<file path="config.mk">
export PLATFORM = sky130hd
export DESIGN_NAME = cmb_exec
export DESIGN_NICKNAME = d
export VERILOG_FILES = /design/src/hw/cmb_exec_dummy_end.sv /design/src/hw/cmb_pkg.sv /design/src/hw/cmb_exec.sv
export SDC_FILE = /design/constraint.sdc
export NUM_CORES = 1
export LEC_CHECK = 0
export BUFFER_PORTS_ARGS = -buffer_cell sky130_fd_sc_hd__buf_2
export CAP_MARGIN = 10
export CORE_ASPECT_RATIO = 1.25
export CORE_MARGIN = 2
export CORE_UTILIZATION = 55
export DETAILED_ROUTE_END_ITERATION = 10
export PLACE_DENSITY = 0.87
export SLEW_MARGIN = 10
export SYNTH_ARGS = -nofsm -noshare
export SYNTH_HDL_FRONTEND = slang
export SYNTH_SLANG_ARGS = --single-unit
</file>
<file path="constraint.sdc">
create_clock -name clock -period 5.59 [get_ports clock]
set_clock_uncertainty 0.1 [all_clocks]
set_input_delay 0.2795 -clock clock [delete_from_list [all_inputs] [get_ports clock]]
set_output_delay 0.2795 -clock clock [all_outputs]
set_load 0.05 [all_outputs]
</file>
<file path="src/hw/cmb_exec_dummy_end.sv">
`timescale 1ns/10ps

</file>
<file path="src/hw/cmb_pkg.sv">
package cmb_pkg;
    // data space
    localparam int ADDR_W = 16;
    localparam logic [15:0] NV_BASE = 16'h4000;
    localparam logic [15:0] SP_RESET = 16'h0fff;
    localparam logic [15:0] ONE = 16'h0001;
    localparam logic [7:0] FLAGS_RESET = 8'h00;
    // status flag bit positions
    localparam int FLAG_C = 0;
    localparam int FLAG_Z = 1;
    localparam int FLAG_N = 2;
    localparam int FLAG_V = 3;
    localparam int FLAG_S = 4;
    localparam int FLAG_H = 5;
    localparam int FLAG_T = 6;
    localparam int FLAG_I = 7;
    // cycles after the first for a program memory load
    localparam logic [1:0] PM_WAIT = 2'h2;

    typedef enum logic [4:0] {
        OP_NOP, OP_BREAK, OP_SLEEP, OP_WDOG,
        OP_MOV, OP_LDI, OP_LDDIR, OP_LD, OP_STS, OP_STI,
        OP_PML, OP_PML_R0, OP_IN, OP_OUT, OP_PUSH, OP_POP,
        OP_LSL, OP_LSR, OP_ROL, OP_ROR, OP_ASR, OP_SWAP,
        OP_SBI, OP_CBI, OP_BST, OP_BITLD, OP_BSET, OP_BCLR
    } cmb_op_t;

    typedef enum logic [1:0] {
        AM_PLAIN, AM_POSTINC, AM_PREDEC, AM_DISP
    } cmb_mode_t;
endpackage : cmb_pkg

</file>
<file path="src/hw/cmb_exec.sv">
`timescale 1ns/10ps
// Operation
// RULE1: direct load takes three cycles, flags kept
// RULE2: post-increment store writes then bumps pointer
// RULE3: pre-decrement store drops pointer then writes
// RULE4: push one cycle, pop two, flags kept
// RULE5: bit load copies transfer flag into bit
// RULE6: break, nop, sleep, watchdog restart: one cycle
// RULE7: listed counts hold for internal RAM only
// RULE8: nonvolatile access adds at least one cycle
// RULE9: stall on nonvolatile access until granted
// RULE10: program load via Z in three cycles
// RULE11: shifts and flag ops one cycle, named flags
module cmb_exec
    import cmb_pkg::*;
(
    // clock and reset
    input wire logic clock,
    input wire logic reset,
    input wire logic clock_enable,
    // decoded operation
    input wire logic op_valid,
    input wire cmb_op_t op_code,
    input wire cmb_mode_t op_mode,
    input wire logic [4:0] op_dest,
    input wire logic [2:0] op_bit,
    input wire logic [15:0] op_addr,
    input wire logic [7:0] op_src_value,
    input wire logic [7:0] op_dest_value,
    input wire logic [15:0] ptr_value,
    input wire logic [7:0] io_rdata,
    output logic ready,
    output logic op_done,
    // register file write back
    output logic rf_we,
    output logic [4:0] rf_waddr,
    output logic [7:0] rf_wdata,
    output logic ptr_we,
    output logic [15:0] ptr_wdata,
    output logic [7:0] status_flags_register,
    output logic [15:0] stack_pointer,
    // data bus
    output logic bus_req,
    output logic bus_we,
    output logic [15:0] bus_addr,
    output logic [7:0] bus_wdata,
    input wire logic [7:0] bus_rdata,
    input wire logic bus_ack,
    // i/o space
    output logic io_we,
    output logic [5:0] io_addr,
    output logic [7:0] io_wdata,
    // program memory
    output logic pm_req,
    output logic [15:0] pm_addr,
    input wire logic [7:0] pm_rdata,
    // side effects for debug, power and watchdog units
    output logic break_pulse,
    output logic sleep_pulse,
    output logic watchdog_restart
);
    typedef enum logic [2:0] {S_IDLE, S_ADDR, S_LOAD, S_STORE, S_PM} cmb_state_t;

    cmb_state_t state, next_state;
    logic [1:0] cnt, next_cnt;
    logic acc_nv, next_acc_nv;
    logic acc_extra, next_acc_extra;
    logic sav_store, next_sav_store;
    logic [4:0] sav_dest, next_sav_dest;
    logic [15:0] sav_addr, next_sav_addr;
    logic [7:0] sav_data, next_sav_data;
    logic next_ready, next_op_done, next_rf_we, next_ptr_we, next_bus_req, next_bus_we;
    logic next_io_we, next_pm_req, next_break_pulse, next_sleep_pulse, next_watchdog_restart;
    logic [4:0] next_rf_waddr;
    logic [7:0] next_rf_wdata, next_bus_wdata, next_io_wdata, next_status_flags_register;
    logic [15:0] next_ptr_wdata, next_bus_addr, next_pm_addr, next_stack_pointer;
    logic [5:0] next_io_addr;
    logic issue_load, issue_store;
    logic [15:0] issue_addr, ea;
    logic [7:0] issue_data, sh_res, bit_mask;
    logic sh_c, finish;

    always_comb
    begin
        next_state = state;
        next_cnt = cnt;
        next_acc_nv = acc_nv;
        next_acc_extra = acc_extra;
        next_sav_store = sav_store;
        next_sav_dest = sav_dest;
        next_sav_addr = sav_addr;
        next_sav_data = sav_data;
        next_op_done = 1'b0;
        next_rf_we = 1'b0;
        next_rf_waddr = rf_waddr;
        next_rf_wdata = rf_wdata;
        next_ptr_we = 1'b0;
        next_ptr_wdata = ptr_wdata;
        next_status_flags_register = status_flags_register;
        next_stack_pointer = stack_pointer;
        next_bus_req = 1'b0;
        next_bus_we = bus_we;
        next_bus_addr = bus_addr;
        next_bus_wdata = bus_wdata;
        next_io_we = 1'b0;
        next_io_addr = io_addr;
        next_io_wdata = io_wdata;
        next_pm_req = 1'b0;
        next_pm_addr = pm_addr;
        next_break_pulse = 1'b0;
        next_sleep_pulse = 1'b0;
        next_watchdog_restart = 1'b0;
        issue_load = 1'b0;
        issue_store = 1'b0;
        issue_addr = sav_addr;
        issue_data = sav_data;
        sh_res = 8'h00;
        sh_c = 1'b0;
        finish = 1'b0;
        bit_mask = 8'h01 << op_bit;
        case (op_mode)
            AM_PREDEC: ea = ptr_value - ONE;
            AM_DISP: ea = ptr_value + {10'h000, op_addr[5:0]};
            default: ea = ptr_value;
        endcase
        case (state)
            S_IDLE:
            begin
                if (op_valid)
                begin
                    next_op_done = 1'b1;
                    next_rf_waddr = op_dest;
                    next_sav_dest = op_dest;
                    next_ptr_wdata = (op_mode == AM_PREDEC) ? ea : ptr_value + ONE;
                    next_ptr_we = (op_mode == AM_POSTINC || op_mode == AM_PREDEC)
                        && (op_code == OP_LD || op_code == OP_STI || op_code == OP_PML); // see RULE2 RULE3
                    case (op_code)
                        OP_BREAK: next_break_pulse = 1'b1; // see RULE6
                        OP_SLEEP: next_sleep_pulse = 1'b1; // see RULE6
                        OP_WDOG: next_watchdog_restart = 1'b1; // see RULE6
                        OP_MOV:
                        begin
                            next_rf_we = 1'b1;
                            next_rf_wdata = op_src_value;
                        end
                        OP_LDI:
                        begin
                            next_rf_we = 1'b1;
                            next_rf_wdata = op_addr[7:0];
                        end
                        OP_LDDIR, OP_STS:
                        begin
                            // one cycle spent taking the address word
                            next_op_done = 1'b0;
                            next_state = S_ADDR; // see RULE1
                            next_sav_store = (op_code == OP_STS);
                            next_sav_addr = op_addr;
                            next_sav_data = op_src_value;
                        end
                        OP_LD:
                        begin
                            issue_load = 1'b1;
                            issue_addr = ea;
                        end
                        OP_STI:
                        begin
                            issue_store = 1'b1; // see RULE2 RULE3
                            issue_addr = ea;
                            issue_data = op_src_value;
                        end
                        OP_PML, OP_PML_R0:
                        begin
                            next_op_done = 1'b0;
                            next_state = S_PM; // see RULE10
                            next_cnt = PM_WAIT;
                            next_pm_req = 1'b1;
                            next_pm_addr = ptr_value;
                            if (op_code == OP_PML_R0)
                            begin
                                next_sav_dest = 5'h00;
                            end
                        end
                        OP_IN:
                        begin
                            next_rf_we = 1'b1;
                            next_rf_wdata = io_rdata;
                        end
                        OP_OUT, OP_SBI, OP_CBI:
                        begin
                            next_io_we = 1'b1; // see RULE11
                            next_io_addr = op_addr[5:0];
                            next_io_wdata = (op_code == OP_OUT) ? op_src_value :
                                (op_code == OP_SBI) ? (io_rdata | bit_mask) : (io_rdata & ~bit_mask);
                        end
                        OP_PUSH:
                        begin
                            issue_store = 1'b1; // see RULE4
                            issue_addr = stack_pointer;
                            issue_data = op_src_value;
                            next_stack_pointer = stack_pointer - ONE;
                        end
                        OP_POP:
                        begin
                            issue_load = 1'b1; // see RULE4
                            issue_addr = stack_pointer + ONE;
                            next_stack_pointer = stack_pointer + ONE;
                        end
                        OP_LSL, OP_LSR, OP_ROL, OP_ROR, OP_ASR:
                        begin
                            case (op_code)
                                OP_LSL: sh_res = {op_dest_value[6:0], 1'b0};
                                OP_ROL: sh_res = {op_dest_value[6:0], status_flags_register[FLAG_C]};
                                OP_LSR: sh_res = {1'b0, op_dest_value[7:1]};
                                OP_ROR: sh_res = {status_flags_register[FLAG_C], op_dest_value[7:1]};
                                default: sh_res = {op_dest_value[7], op_dest_value[7:1]};
                            endcase
                            sh_c = (op_code == OP_LSL || op_code == OP_ROL) ?
                                op_dest_value[7] : op_dest_value[0];
                            next_rf_we = 1'b1; // see RULE11
                            next_rf_wdata = sh_res;
                            next_status_flags_register[FLAG_C] = sh_c;
                            next_status_flags_register[FLAG_Z] = (sh_res == 8'h00);
                            next_status_flags_register[FLAG_N] = sh_res[7];
                            next_status_flags_register[FLAG_V] = sh_res[7] ^ sh_c;
                            next_status_flags_register[FLAG_S] = sh_c;
                            if (op_code == OP_LSL || op_code == OP_ROL)
                            begin
                                next_status_flags_register[FLAG_H] = op_dest_value[3];
                            end
                        end
                        OP_SWAP:
                        begin
                            next_rf_we = 1'b1; // see RULE11
                            next_rf_wdata = {op_dest_value[3:0], op_dest_value[7:4]};
                        end
                        OP_BST: next_status_flags_register[FLAG_T] = op_src_value[op_bit];
                        OP_BITLD:
                        begin
                            next_rf_we = 1'b1; // see RULE5
                            next_rf_wdata = status_flags_register[FLAG_T] ?
                                (op_dest_value | bit_mask) : (op_dest_value & ~bit_mask);
                        end
                        OP_BSET: next_status_flags_register[op_bit] = 1'b1; // see RULE11
                        OP_BCLR: next_status_flags_register[op_bit] = 1'b0; // see RULE11
                        default: next_op_done = 1'b1; // see RULE6
                    endcase
                end
            end
            S_ADDR:
            begin
                issue_load = !sav_store; // see RULE1
                issue_store = sav_store;
            end
            S_LOAD:
            begin
                // the first nonvolatile cycle never finishes, giving the extra cycle
                next_acc_extra = 1'b1;
                finish = !acc_nv || (acc_extra && bus_ack); // see RULE7 RULE8 RULE9
                next_bus_req = !finish;
                if (finish)
                begin
                    next_rf_we = 1'b1;
                    next_rf_waddr = sav_dest;
                    next_rf_wdata = bus_rdata;
                    next_op_done = 1'b1;
                    next_state = S_IDLE;
                end
            end
            S_STORE:
            begin
                next_bus_req = !bus_ack; // see RULE9
                if (bus_ack)
                begin
                    next_op_done = 1'b1;
                    next_state = S_IDLE;
                end
            end
            S_PM:
            begin
                next_pm_req = (cnt != 2'h1);
                next_cnt = cnt - 2'h1;
                if (cnt == 2'h1)
                begin
                    next_rf_we = 1'b1; // see RULE10
                    next_rf_waddr = sav_dest;
                    next_rf_wdata = pm_rdata;
                    next_op_done = 1'b1;
                    next_state = S_IDLE;
                end
            end
            default: next_state = S_IDLE;
        endcase
        if (issue_load || issue_store)
        begin
            next_bus_req = 1'b1;
            next_bus_we = issue_store;
            next_bus_addr = issue_addr;
            next_bus_wdata = issue_data;
            next_acc_nv = (issue_addr >= NV_BASE); // see RULE7
            // a store pays its extra cycle by entering the wait state
            next_acc_extra = issue_store;
            next_op_done = 1'b0;
            if (issue_load)
            begin
                next_state = S_LOAD;
            end
            else if (issue_addr >= NV_BASE)
            begin
                next_state = S_STORE; // see RULE8
            end
            else
            begin
                next_state = S_IDLE;
                next_op_done = 1'b1;
            end
        end
        next_ready = (next_state == S_IDLE);
    end

    always_ff @(posedge clock or posedge reset)
    begin
        if (reset)
        begin
            state <= S_IDLE;
            cnt <= 2'h0;
            acc_nv <= 1'b0;
            acc_extra <= 1'b0;
            sav_store <= 1'b0;
            sav_dest <= 5'h00;
            sav_addr <= 16'h0000;
            sav_data <= 8'h00;
            ready <= 1'b1;
            op_done <= 1'b0;
            rf_we <= 1'b0;
            rf_waddr <= 5'h00;
            rf_wdata <= 8'h00;
            ptr_we <= 1'b0;
            ptr_wdata <= 16'h0000;
            status_flags_register <= FLAGS_RESET;
            stack_pointer <= SP_RESET;
            bus_req <= 1'b0;
            bus_we <= 1'b0;
            bus_addr <= 16'h0000;
            bus_wdata <= 8'h00;
            io_we <= 1'b0;
            io_addr <= 6'h00;
            io_wdata <= 8'h00;
            pm_req <= 1'b0;
            pm_addr <= 16'h0000;
            break_pulse <= 1'b0;
            sleep_pulse <= 1'b0;
            watchdog_restart <= 1'b0;
        end
        else if (clock_enable)
        begin
            state <= next_state;
            cnt <= next_cnt;
            acc_nv <= next_acc_nv;
            acc_extra <= next_acc_extra;
            sav_store <= next_sav_store;
            sav_dest <= next_sav_dest;
            sav_addr <= next_sav_addr;
            sav_data <= next_sav_data;
            ready <= next_ready;
            op_done <= next_op_done;
            rf_we <= next_rf_we;
            rf_waddr <= next_rf_waddr;
            rf_wdata <= next_rf_wdata;
            ptr_we <= next_ptr_we;
            ptr_wdata <= next_ptr_wdata;
            status_flags_register <= next_status_flags_register;
            stack_pointer <= next_stack_pointer;
            bus_req <= next_bus_req;
            bus_we <= next_bus_we;
            bus_addr <= next_bus_addr;
            bus_wdata <= next_bus_wdata;
            io_we <= next_io_we;
            io_addr <= next_io_addr;
            io_wdata <= next_io_wdata;
            pm_req <= next_pm_req;
            pm_addr <= next_pm_addr;
            break_pulse <= next_break_pulse;
            sleep_pulse <= next_sleep_pulse;
            watchdog_restart <= next_watchdog_restart;
        end
    end

    logic acc;
    assign acc = op_valid && ready;
endmodule : cmb_exec

</file>
# After elaboration in Yosys (flattened, before gate mapping)
# Index checks and enable logic that the tools add are counted.
# totals
regBits,155
output_inout_bits,118
elab_cells,226
# op_classes
addsub,6
magnitude_cmp,3
n_eq_ne,42
n_shift,1
muxes,87
bitwise,9
reduce_logical,46
# ops
cell,n
two-way mux 8 bit,12
case mux 16 bit (2 select lines),2
"equality test 5 bit, second input constant",12
two-way mux 16 bit,3
case mux 16 bit (3 select lines),1
case mux 8 bit (6 select lines),1
"equality test 5 x 4 -> 1 bit, second input constant",8
two-way mux 1 bit,37
"adder 16 x 1 -> 16 bit, second input constant",2
case mux 8 bit (4 select lines),1
AND reduction 4 bit,8
"subtractor 16 x 1 -> 16 bit, second input constant",2
two-way mux 5 bit,5
AND 8 bit,3
bitwise OR 8 bit,3
case mux 8 bit (3 select lines),1
"equality test 5 x 3 -> 1 bit, second input constant",4
case mux 6 bit (3 select lines),1
adder 16 x 6 -> 16 bit,1
"greater-or-equal comparator 16 x 15 -> 1 bit, second input constant",1
NOT 8 bit,2
two-way mux 3 bit,5
case mux 3 bit (5 select lines),1
case mux 5 bit (3 select lines),1
39 further kinds,77

# Logic depth before layout (Yosys ltp)
# Gate-level depths: netlist of the first run.
# logic_depth
word_depth,10
mapped_depth,14

# Worst setup path before layout of the first run
# Ideal clock, no wire load.
# synth_timing
path_kind,input-to-reg
start,input op_mode[0]
end,register ready
setup_time_ns,0.063
arrival_time_ns,2.924
path_slack_ns,2.503
cell_stages,13
path_cell_list,ha_1 > clkbuf_1 > inv_1 > ha_1 > clkbuf_1 > and4_1 > and3_1 > nand3_1 > mux2i_1 > nor3_1 > and3b_1 > o31ai_4 > a32o_1
# synth_via
elab_chain_cells,10
word_cells_on_any_way,11
cone_classes,1 x order compare; 2 x eq/ne; 7 x mux; 1 x reduce/logical
# synth_lines
item,line,text
start: declaration,cmb_exec.sv:24,"input wire cmb_mode_t op_mode,"
equality test 2 bit,cmb_exec.sv:121,case (op_mode)
case mux 16 bit (2 select lines) *,cmb_exec.sv:121,
case mux 16 bit (3 select lines) *,cmb_exec.sv:137,case (op_code)
two-way mux 16 bit *,cmb_exec.sv:129,if (op_valid)
two-way mux 16 bit *,cmb_exec.sv:126,case (state)
greater-or-equal comparator 16 x 15 -> 1 bit *,cmb_exec.sv:307,else if (issue_addr >= NV_BASE)
two-way mux 2 bit *,cmb_exec.sv:307,
two-way mux 2 bit *,cmb_exec.sv:303,if (issue_load)
two-way mux 3 bit *,cmb_exec.sv:293,if (issue_load || issue_store)
logical NOT 3 bit *,cmb_exec.sv:317,next_ready = (next_state == S_IDLE);
end signal: assignment,cmb_exec.sv:364,ready <= next_ready;
end: declaration,cmb_exec.sv:32,"output logic ready,"
# Mark *: on every way between the ends. The rest lies on a longest branch, timed or not.
# A chain may end at the register's enable or synchronous reset.

# Worst setup path after layout of the first run
# layout_timing
start,register state[0]
end,register bus_addr[13]
# layout_via
elab_chain_cells,4
word_cells_on_any_way,7
cone_classes,1 x eq/ne; 3 x mux; 3 x reduce/logical
# layout_lines
item,line,text
start: declaration,cmb_exec.sv:64,"cmb_state_t state, next_state;"
start signal: assignment,cmb_exec.sv:356,state <= next_state;
equality test 3 x 1 -> 1 bit or logical NOT 3 bit (tied branches),cmb_exec.sv:126,
case mux 1 bit (2 select lines),cmb_exec.sv:126,
logical OR 1 bit,cmb_exec.sv:293,
AND reduction 2 bit (no source line),n/a,
end signal: assignment,cmb_exec.sv:375,bus_addr <= next_bus_addr;
end: declaration,cmb_exec.sv:45,"output logic [15:0] bus_addr,"
# Parallel ways exist; a longest one is shown, timed or not.

==> run metrics, run 1 <==
most area-hungry cell type in the Yosys netlist dfrtp_1; Yosys reg bits 155; ranking of synthesized cells by area dfrtp_1 (36%), mux2_2 (6.8%), o21ai_0 (5.8%); Fmax achieved 281 MHz; total leakage power around 5.5 nW; DP Wirelength 22300 um; fin. max-slew vios 0; wire per inst approximately 20 um; GPL Wtd Cong 0.957; global route overflow 0; post-synth net total between 1k and 1.5k; DP Worst Slack 1.95 ns; crit path cell chain or4b_4, a211oi_2, nor2_2, nand2b_2, nand2_2, a211oi_1, a21oi_1; H-tree Lvls 4; power per cell area 385 nW/um^2; share of layout cells above drive strength 1 0.263; commonest non-fill, non-tap cell in the layout buf_2; Clk Latency, worst-skew pair 0.43 ns; crit path kind reg -> reg; CP max FO 50; Cell Area, Synth 10000 sq um; top-area cell type share of the netlist area 0.355; setup tns final 0 ns; die height approximately 150 um; final critical-path share of the clock period 0.636; P&R area growth vs syn 17.5%; outcome complete, but fails checks; ys async rst share 1.00; Netlist cell types slightly above 80; Fill cells 1457; PostCTS Resize Cnt 0; total number of vias 9474; CTS root buffer clkbuf_16; most frequent cells in the layout buf_2 (209), dfrtp_1 (142), nand2_1 (120); CP max stage cell a211oi_2; TritonCTS clock tree done; Final ANT Viol Nets 0; vias in the first global route 9186; number of flops mapped to enable cells by yosys 0; Crit. End Element flop; final worst slack about 2.0 ns; final wirelength roughly 30000 um; synthesized netlist cell count between 1k and 1.5k; synth warn 0; first-pass GRT wire length between 40000 and 50000 um; Final setup viols 0; CTS hold repair buffers 13; Final Hold Viols 19; gr usage total 0.312; VDD IR max 0.258 mV; Worst path max stage delay 0.88 ns; failing checks negative hold slack; chip width 125 um; top-level I/O count 210; CP Data Arrival Time between 3 and 4 ns; cts bufs inserted 17; max-capacitance violation count 0; initial antenna violation count 0; type of origin of the critical path flop; CP Launch Point state[0]; CTS sink cnt approximately 160; RSZ-0062 raised after global routing false; CP required just under 6 ns; number of detailed-route iterations in the first pass 6; row count 55; reg-to-reg critical path startpoint state[0]; Hold Path Class in -> async; Max-slew headroom 0.216; Seq/Total Area, Yosys 0.390; initial core utilization 0.557; largest net degree at the start of global routing between 100 and 150; hold_ws -0.0326 ns; Max clock buf depth 2; IO Port Bufs 209; core area 18000 sq um; clock slew at reported path FFs 0.07 ns; die area 19300 sq um; vias per inst 6.21; fin nets 1401; DRC viols 0; postcts setup bufs 0; drt first-iter violations approximately 910; post-layout min period 3.55 ns; Ant. Diodes 0; Avg Inst Size Synth 8.98 sq um; Layout Utilization 0.654; Least-Margin Pin Slew 1.17 ns; Primary FF master, synth dfrtp_1
## cells in the mapped netlist, drive strengths merged, types with 3 or more instances
| cell type | count |
|---|---|
| nand3 | 34 |
| buf | 29 |
| o31ai | 5 |
| o21ai | 129 |
| nor3 | 15 |
| mux2 | 61 |
| clkbuf | 46 |
| a211oi | 9 |
| a21oi | 78 |
| o211ai | 9 |
| a22o | 8 |
| and3 | 11 |
| nand4 | 7 |
| dfstp | 13 |
| inv | 19 |
| dfrtp | 142 |
| nand2b | 20 |
| or4 | 6 |
| mux2i | 48 |
| a31oi | 13 |
| and2 | 7 |
| nand2 | 122 |
| nor2 | 89 |
| nor4 | 7 |
| xnor2 | 23 |
| or3b | 3 |
| nand3b | 7 |
| nor3b | 3 |
| xor2 | 22 |
| o221ai | 13 |
| o2bb2ai | 4 |
| or3 | 5 |
| o22ai | 6 |
| ha | 22 |
| o21a | 7 |
| a21o | 6 |
| a22oi | 18 |
| and3b | 3 |
| nor2b | 12 |
## stage by stage
stage | hold WS (ns) | cell area (sq um) | std cells | power [mW]
floorplan | 0.312 | 10000 | 1114 | 2.91
global placement | 0.357 | 11000 | 1482 | 3.32
detailed placement | 0.366 | 11000 | 1482 | 3.36
CTS | 0.0152 | 11800 | 1526 | 4.53
global route | 0.0363 | 11800 | 1526 | 4.73
finish | -0.0326 | 11800 | 1526 | 4.53
## state kept, by name (all words and copies together) (netlist names), 3 cells and up, named ones only
| name | count |
|---|---|
| sav_dest | 5 |
| io_wdata | 8 |
| state | 3 |
| sav_data | 8 |
| status_flags_register | 7 |
| sav_addr | 16 |
| stack_pointer | 16 |
| ptr_wdata | 16 |
| bus_wdata | 8 |
| rf_wdata | 8 |
| io_addr | 6 |
| rf_waddr | 5 |
| pm_addr | 16 |
| bus_addr | 16 |
## cells by family (layout without fill, tap and decap cells)
family | Yosys count | in the layout | synth area share
AND/OR/NAND/NOR | 357 | 357 | 0.174
buffers and inverters | 94 | 278 | 0.0410
flip-flops | 155 | 155 | 0.390
XOR/XNOR | 45 | 45 | 0.0394
multiplexers | 111 | 111 | 0.122
adder cells (fa/ha/maj) | 23 | 23 | 0.0295
AO/OA/AOI/OAI | 329 | 329 | 0.204
## cell type report
class,count,area [sq um],share of cell area
clock buffer,19,443,0.0377
multi-input combinational,865,5690,0.484
inverter,19,76.3,0.00649
tap,228,285,0.0243
sequential,155,3890,0.331
clock inverter,12,139,0.0118
timing repair buffer,228,1220,0.104
## power by group
group,internal [mW],switching (mW),total (mW)
Sequential,1.39,0.202,1.59
Clock,0.672,0.487,1.16
Combinational,0.500,1.28,1.78
## path summary, 6_finish.rpt
path	end	slack (ns)	depth (start not counted)
worst min register to register	ptr_wdata[0]	0.38	2
worst max register to register	bus_addr[13]	2.04	7
worst min-delay path	status_flags_register[0]	-0.03	2
worst max-delay path	bus_addr[13]	2.04	7
max in group asynchronous	status_flags_register[6]	4.19	3
min in group clock	sav_addr[6]	0.05	2
## critical path, delay by kind of cell (launching register included)
kind | cells | cell delay (ns)
AO/OA/AOI/OAI | 3 | 1.39
flip-flops | 1 | 0.47
AND/OR/NAND/NOR | 4 | 1.45
## metal layers
metal | share of wire | track usage
met5 | 0 | 0
met4 | 0.046 | 0.154
met3 | 0.075 | 0.0508
met2 | 0.49 | 0.531
met1 | 0.39 | 0.387
(Power assumes the default switching activity.)
==> run 2, diff against run 1 <==
- clock period: 5.59 -> 3.3 ns (I/O delays scaled with it)
==> run metrics, run 2 (synthesis gave the netlist of run 1 again) <==
drt first-iter violations 979; crit path kind in -> reg; CTS sink cnt about 160; Max-slew headroom 0.332; postcts setup bufs 0; hold_ws roughly 0.0025 ns; CP Launch Point op_addr[0]; fin nets around 1.5k; GPL Wtd Cong 0.968; Worst R2R Path Depth 9; power per cell area 637 nW/um^2; row count 55; Final setup viols 0; setup tns final 0 ns; CP max FO 4; Least-Margin Pin Slew 0.995 ns; CTS root buffer clkbuf_16; vias per inst 6.11; chip width around 120 um; final critical-path share of the clock period 0.933; global route overflow 0; wire per inst 19.8 um; Ant. Diodes 0; commonest non-fill, non-tap cell in the layout buf_2; DRC viols 0; CP required 3.58 ns; r2r setup slk ~0.40 ns; H-tree Lvls 4; Non-Filler Instances 1596; largest net degree at the start of global routing 101; fin. max-slew vios 0; Overall Power 7.92 mW; Fmax achieved 325 MHz; number of detailed-route iterations in the first pass 6; gr usage total 0.323; crit path cell chain dlygate4sd3_1, buf_2, nand2b_1, ha_1, inv_1, fa_1, nor2b_1, o31a_1, o21ai_1, nor4b_1, a31oi_1, a31o_4, o31ai_4, a32o_1; clock slew at reported path FFs 0.07 ns; RR Endpoint ready; Clk Latency, worst-skew pair 0.43 ns; CP Data Arrival Time approximately 3.4 ns; total leakage power between 5 and 6 nW; P&R area growth vs syn 24.3%; Crit. End Element flop; RSZ-0062 raised after global routing false; initial antenna violation count 0; vias in the first global route 9477; core area 18000 sq um; Final Hold Viols 0; total number of vias 9755; cts bufs inserted 17; die height 155 um; Critical Path End ready; placed cells 1516; Hold Path Class in -> reg; post-layout min period 3.08 ns; CP max stage cell dlygate4sd3_1; most frequent cells in the layout buf_2 (209), dfrtp_1 (142), nand2_1 (120); Fill cells 1352; type of origin of the critical path primary input; IO Port Bufs 209; top-level I/O count 210; share of layout cells above drive strength 1 0.276; final wirelength 31500 um; final worst slack about 0.22 ns; Worst path max stage delay 0.52 ns; DP Worst Slack -0.00394 ns; die area 19300 sq um; DP Wirelength roughly 23000 um; VDD IR max ~0.53 mV; Max clock buf depth 2; reg-to-reg critical path startpoint stack_pointer[0]; initial core utilization 0.557; Final ANT Viol Nets 0; outcome finished, final reports clean; first-pass GRT wire length 49800 um; max-capacitance violation count 0; TritonCTS clock tree done
[run 2: cell types whose count changed in the layout (fill, tap and decap cells not counted), moves of 2 or more]
cell | before | now
buf_12 | 0 | 2
dlygate4sd3_1 | 13 | 48
inv_8 | 0 | 2
clkinvlp_4 | 4 | 2
inv_6 | 5 | 8
buf_4 | 6 | 38
[run 2: worst min path at each step]
stage / startpoint / to / slack, ns / cells after the start
3_3_place_gp: reset / pm_addr[13] / 0.11 / 2
2_1_floorplan: op_dest[0] / sav_dest[0] / 0.20 / 1
3_5_place_dp: reset / pm_addr[15] / 0.12 / 2
5_1_grt: bus_rdata[4] / rf_wdata[4] / 0.03 / 4
6_report: pm_rdata[0] / rf_wdata[0] / 0.002 / 4
4_1_cts: bus_rdata[6] / rf_wdata[6] / 0.002 / 4
[run 2: through the flow]
| stage | utilization | instance area [sq um] |
|---|---|---|
| final | 0.692 | 12400 |
| after global routing | 0.692 | 12400 |
| after CTS | 0.691 | 12400 |
| after detailed placement | 0.630 | 11300 |
| after global placement | 0.630 | 11300 |
| after floorplan | - | 10000 |
[run 2: routing by layer]
| metal | routed length [um] | track usage |
|---|---|---|
| met5 | 0 | 0 |
| met4 | 1520 | 0.170 |
| met3 | 2200 | 0.0650 |
| met2 | 15500 | 0.546 |
| met1 | 12300 | 0.391 |
[run 2: critical path: cells and delay by family]
family / cells / cell delay [ns]
fa+ha+maj: 2 / 0.57
buf+inv: 3 / 0.75
simple gates: 3 / 0.59
compound gates: 6 / 1.28
[run 2: what timing repair did]
item,in CTS,in global routing
hold endpoints to repair,75,1
hold buffers,47,1
endpoints found under the setup margin,0,4
gates resized for setup,0,1
[run 2: cell type report]
type / instances / area, sq um / share of cell area
clock buffers: 17 / 425 / 0.0342
well taps: 228 / 285 / 0.0230
multi-input cells: 865 / 5690 / 0.458
clock inverters: 15 / 199 / 0.0160
flip-flops and latches: 155 / 3890 / 0.313
repair buffers: 297 / 1850 / 0.149
inverters: 19 / 75.1 / 0.00604
[run 2: where the power goes]
group	switching, mW	internal (mW)	leakage [nW]	total, mW
sequential	0.333	2.34	2.02	2.68
combinational	2.21	0.915	3.51	3.13
clock	0.893	1.22	0.305	2.11
==> run 3, diff against run 2 <==
- HOLD_SLACK_MARGIN: default -> 0.05
==> run metrics, run 3 (synthesis gave the netlist of run 1 again) <==
Least-Margin Pin Slew 0.973 ns; DP Worst Slack -0.00394 ns; Final Hold Viols 0; Fill cells 1312; Ant. Diodes 0; reg-to-reg critical path startpoint stack_pointer[0]; CP Launch Point op_addr[0]; CTS root buffer clkbuf_16; largest net degree at the start of global routing between 100 and 150; r2r setup slk 0.43 ns; total leakage power 5.89 nW; initial antenna violation count 0; setup tns final 0 ns; commonest non-fill, non-tap cell in the layout buf_2; most frequent cells in the layout buf_2 (209), dfrtp_1 (142), nand2_1 (120); P&R area growth vs syn 25.9%; Non-Filler Instances roughly 1.6k; CP required about 3.6 ns; vias in the first global route 9653; CTS sink cnt approximately 160; number of detailed-route iterations in the first pass 5; die area just under 20000 sq um; die height 155 um; gr usage total 0.329; post-layout min period just over 3 ns; final wirelength 32100 um; drt first-iter violations 900; Final setup viols 0; cts bufs inserted 17; power per cell area 633 nW/um^2; global route overflow 0; DRC viols 0; final critical-path share of the clock period 0.933; Clk Latency, worst-skew pair 0.43 ns; crit path kind in -> reg; VDD IR max 0.549 mV; CP max FO 4; GPL Wtd Cong 0.968; fin nets 1486; outcome finished, final reports clean; fin. max-slew vios 0; DP Wirelength 22700 um; type of origin of the critical path primary input; row count 55; Critical Path End ready; first-pass GRT wire length a little over 50000 um; Crit. End Element flop; top-level I/O count 210; Max clock buf depth 2; Max-slew headroom 0.347; final worst slack 0.221 ns; Final ANT Viol Nets 0; initial core utilization 0.557; total number of vias 9927; placed cells ~1.5k; Hold Path Class in -> reg; CP Data Arrival Time 3.36 ns; share of layout cells above drive strength 1 0.273; vias per inst 6.16; wire per inst 19.9 um; Fmax achieved roughly 320 MHz; RR Endpoint ready; max-capacitance violation count 0; Worst R2R Path Depth 9; chip width 125 um; TritonCTS clock tree done; IO Port Bufs 209; H-tree Lvls 4; core area 18000 sq um; Layout Utilization 0.701; postcts setup bufs 0; clock slew at reported path FFs 0.07 ns; RSZ-0062 raised after global routing false
run 3: worst min path at each step:
stage / start / end / slack [ns] / cells after the start
after detailed placement: reset / pm_addr[15] / 0.12 / 2
after CTS: io_rdata[4] / io_wdata[4] / 0.05 / 5
final: io_rdata[2] / io_wdata[2] / 0.08 / 5
after global routing: io_rdata[4] / io_wdata[4] / 0.11 / 5
after floorplan: op_dest[0] / sav_dest[0] / 0.20 / 1
after global placement: reset / pm_addr[13] / 0.11 / 2
run 3: where the power goes:
group	internal [mW]	switching, mW	total, mW
clock network	1.22	0.898	2.12
registers	2.34	0.337	2.68
logic	0.935	2.22	3.16
run 3: critical path, cell delays in order:
cell	delay (ns)
dlygate4sd3_1	0.52
buf_2	0.17
nand2b_1	0.12
ha_1	0.18
inv_1	0.06
fa_1	0.39
nor2b_1	0.16
o31a_1	0.20
o21ai_1	0.17
nor4b_1	0.31
a31oi_1	0.09
a31o_4	0.27
o31ai_4	0.32
a32o_1	0.22
run 3: final cells by class:
| cell class | instances | area [sq um] | share of cell area |
|---|---|---|---|
| Multi-Input combinational cell | 865 | 5690 | 0.452 |
| Sequential cell | 155 | 3890 | 0.309 |
| Timing Repair Buffer | 313 | 2010 | 0.160 |
| Clock buffer | 17 | 425 | 0.0338 |
| Tap cell | 228 | 285 | 0.0227 |
| Clock inverter | 15 | 199 | 0.0158 |
| Inverter | 19 | 75.1 | 0.00596 |
run 3: repair_timing:
action,in CTS,in global routing
gates resized for setup,0,1
setup endpoints to repair,0,4
hold endpoints to repair,101,0
hold buffers,64,0
run 3: stage by stage:
step	total power [mW]	hold WS, ns	instance area, sq um
5_1_grt	8.30	0.115	12600
4_1_cts	7.93	0.0529	12600
3_5_place_dp	5.74	0.118	11300
3_3_place_gp	5.66	0.112	11300
2_1_floorplan	4.93	0.198	10000
6_report	7.96	0.0775	12600
run 3: metal layers:
layer | GRT usage | vias up | wire (um)
met2 | 0.558 | 502 | 15800
met5 | 0 | - | 0
met1 | 0.394 | 4761 | 12200
li1 | - | 4556 | -
met3 | 0.0661 | 108 | 2400
met4 | 0.182 | 0 | 1640
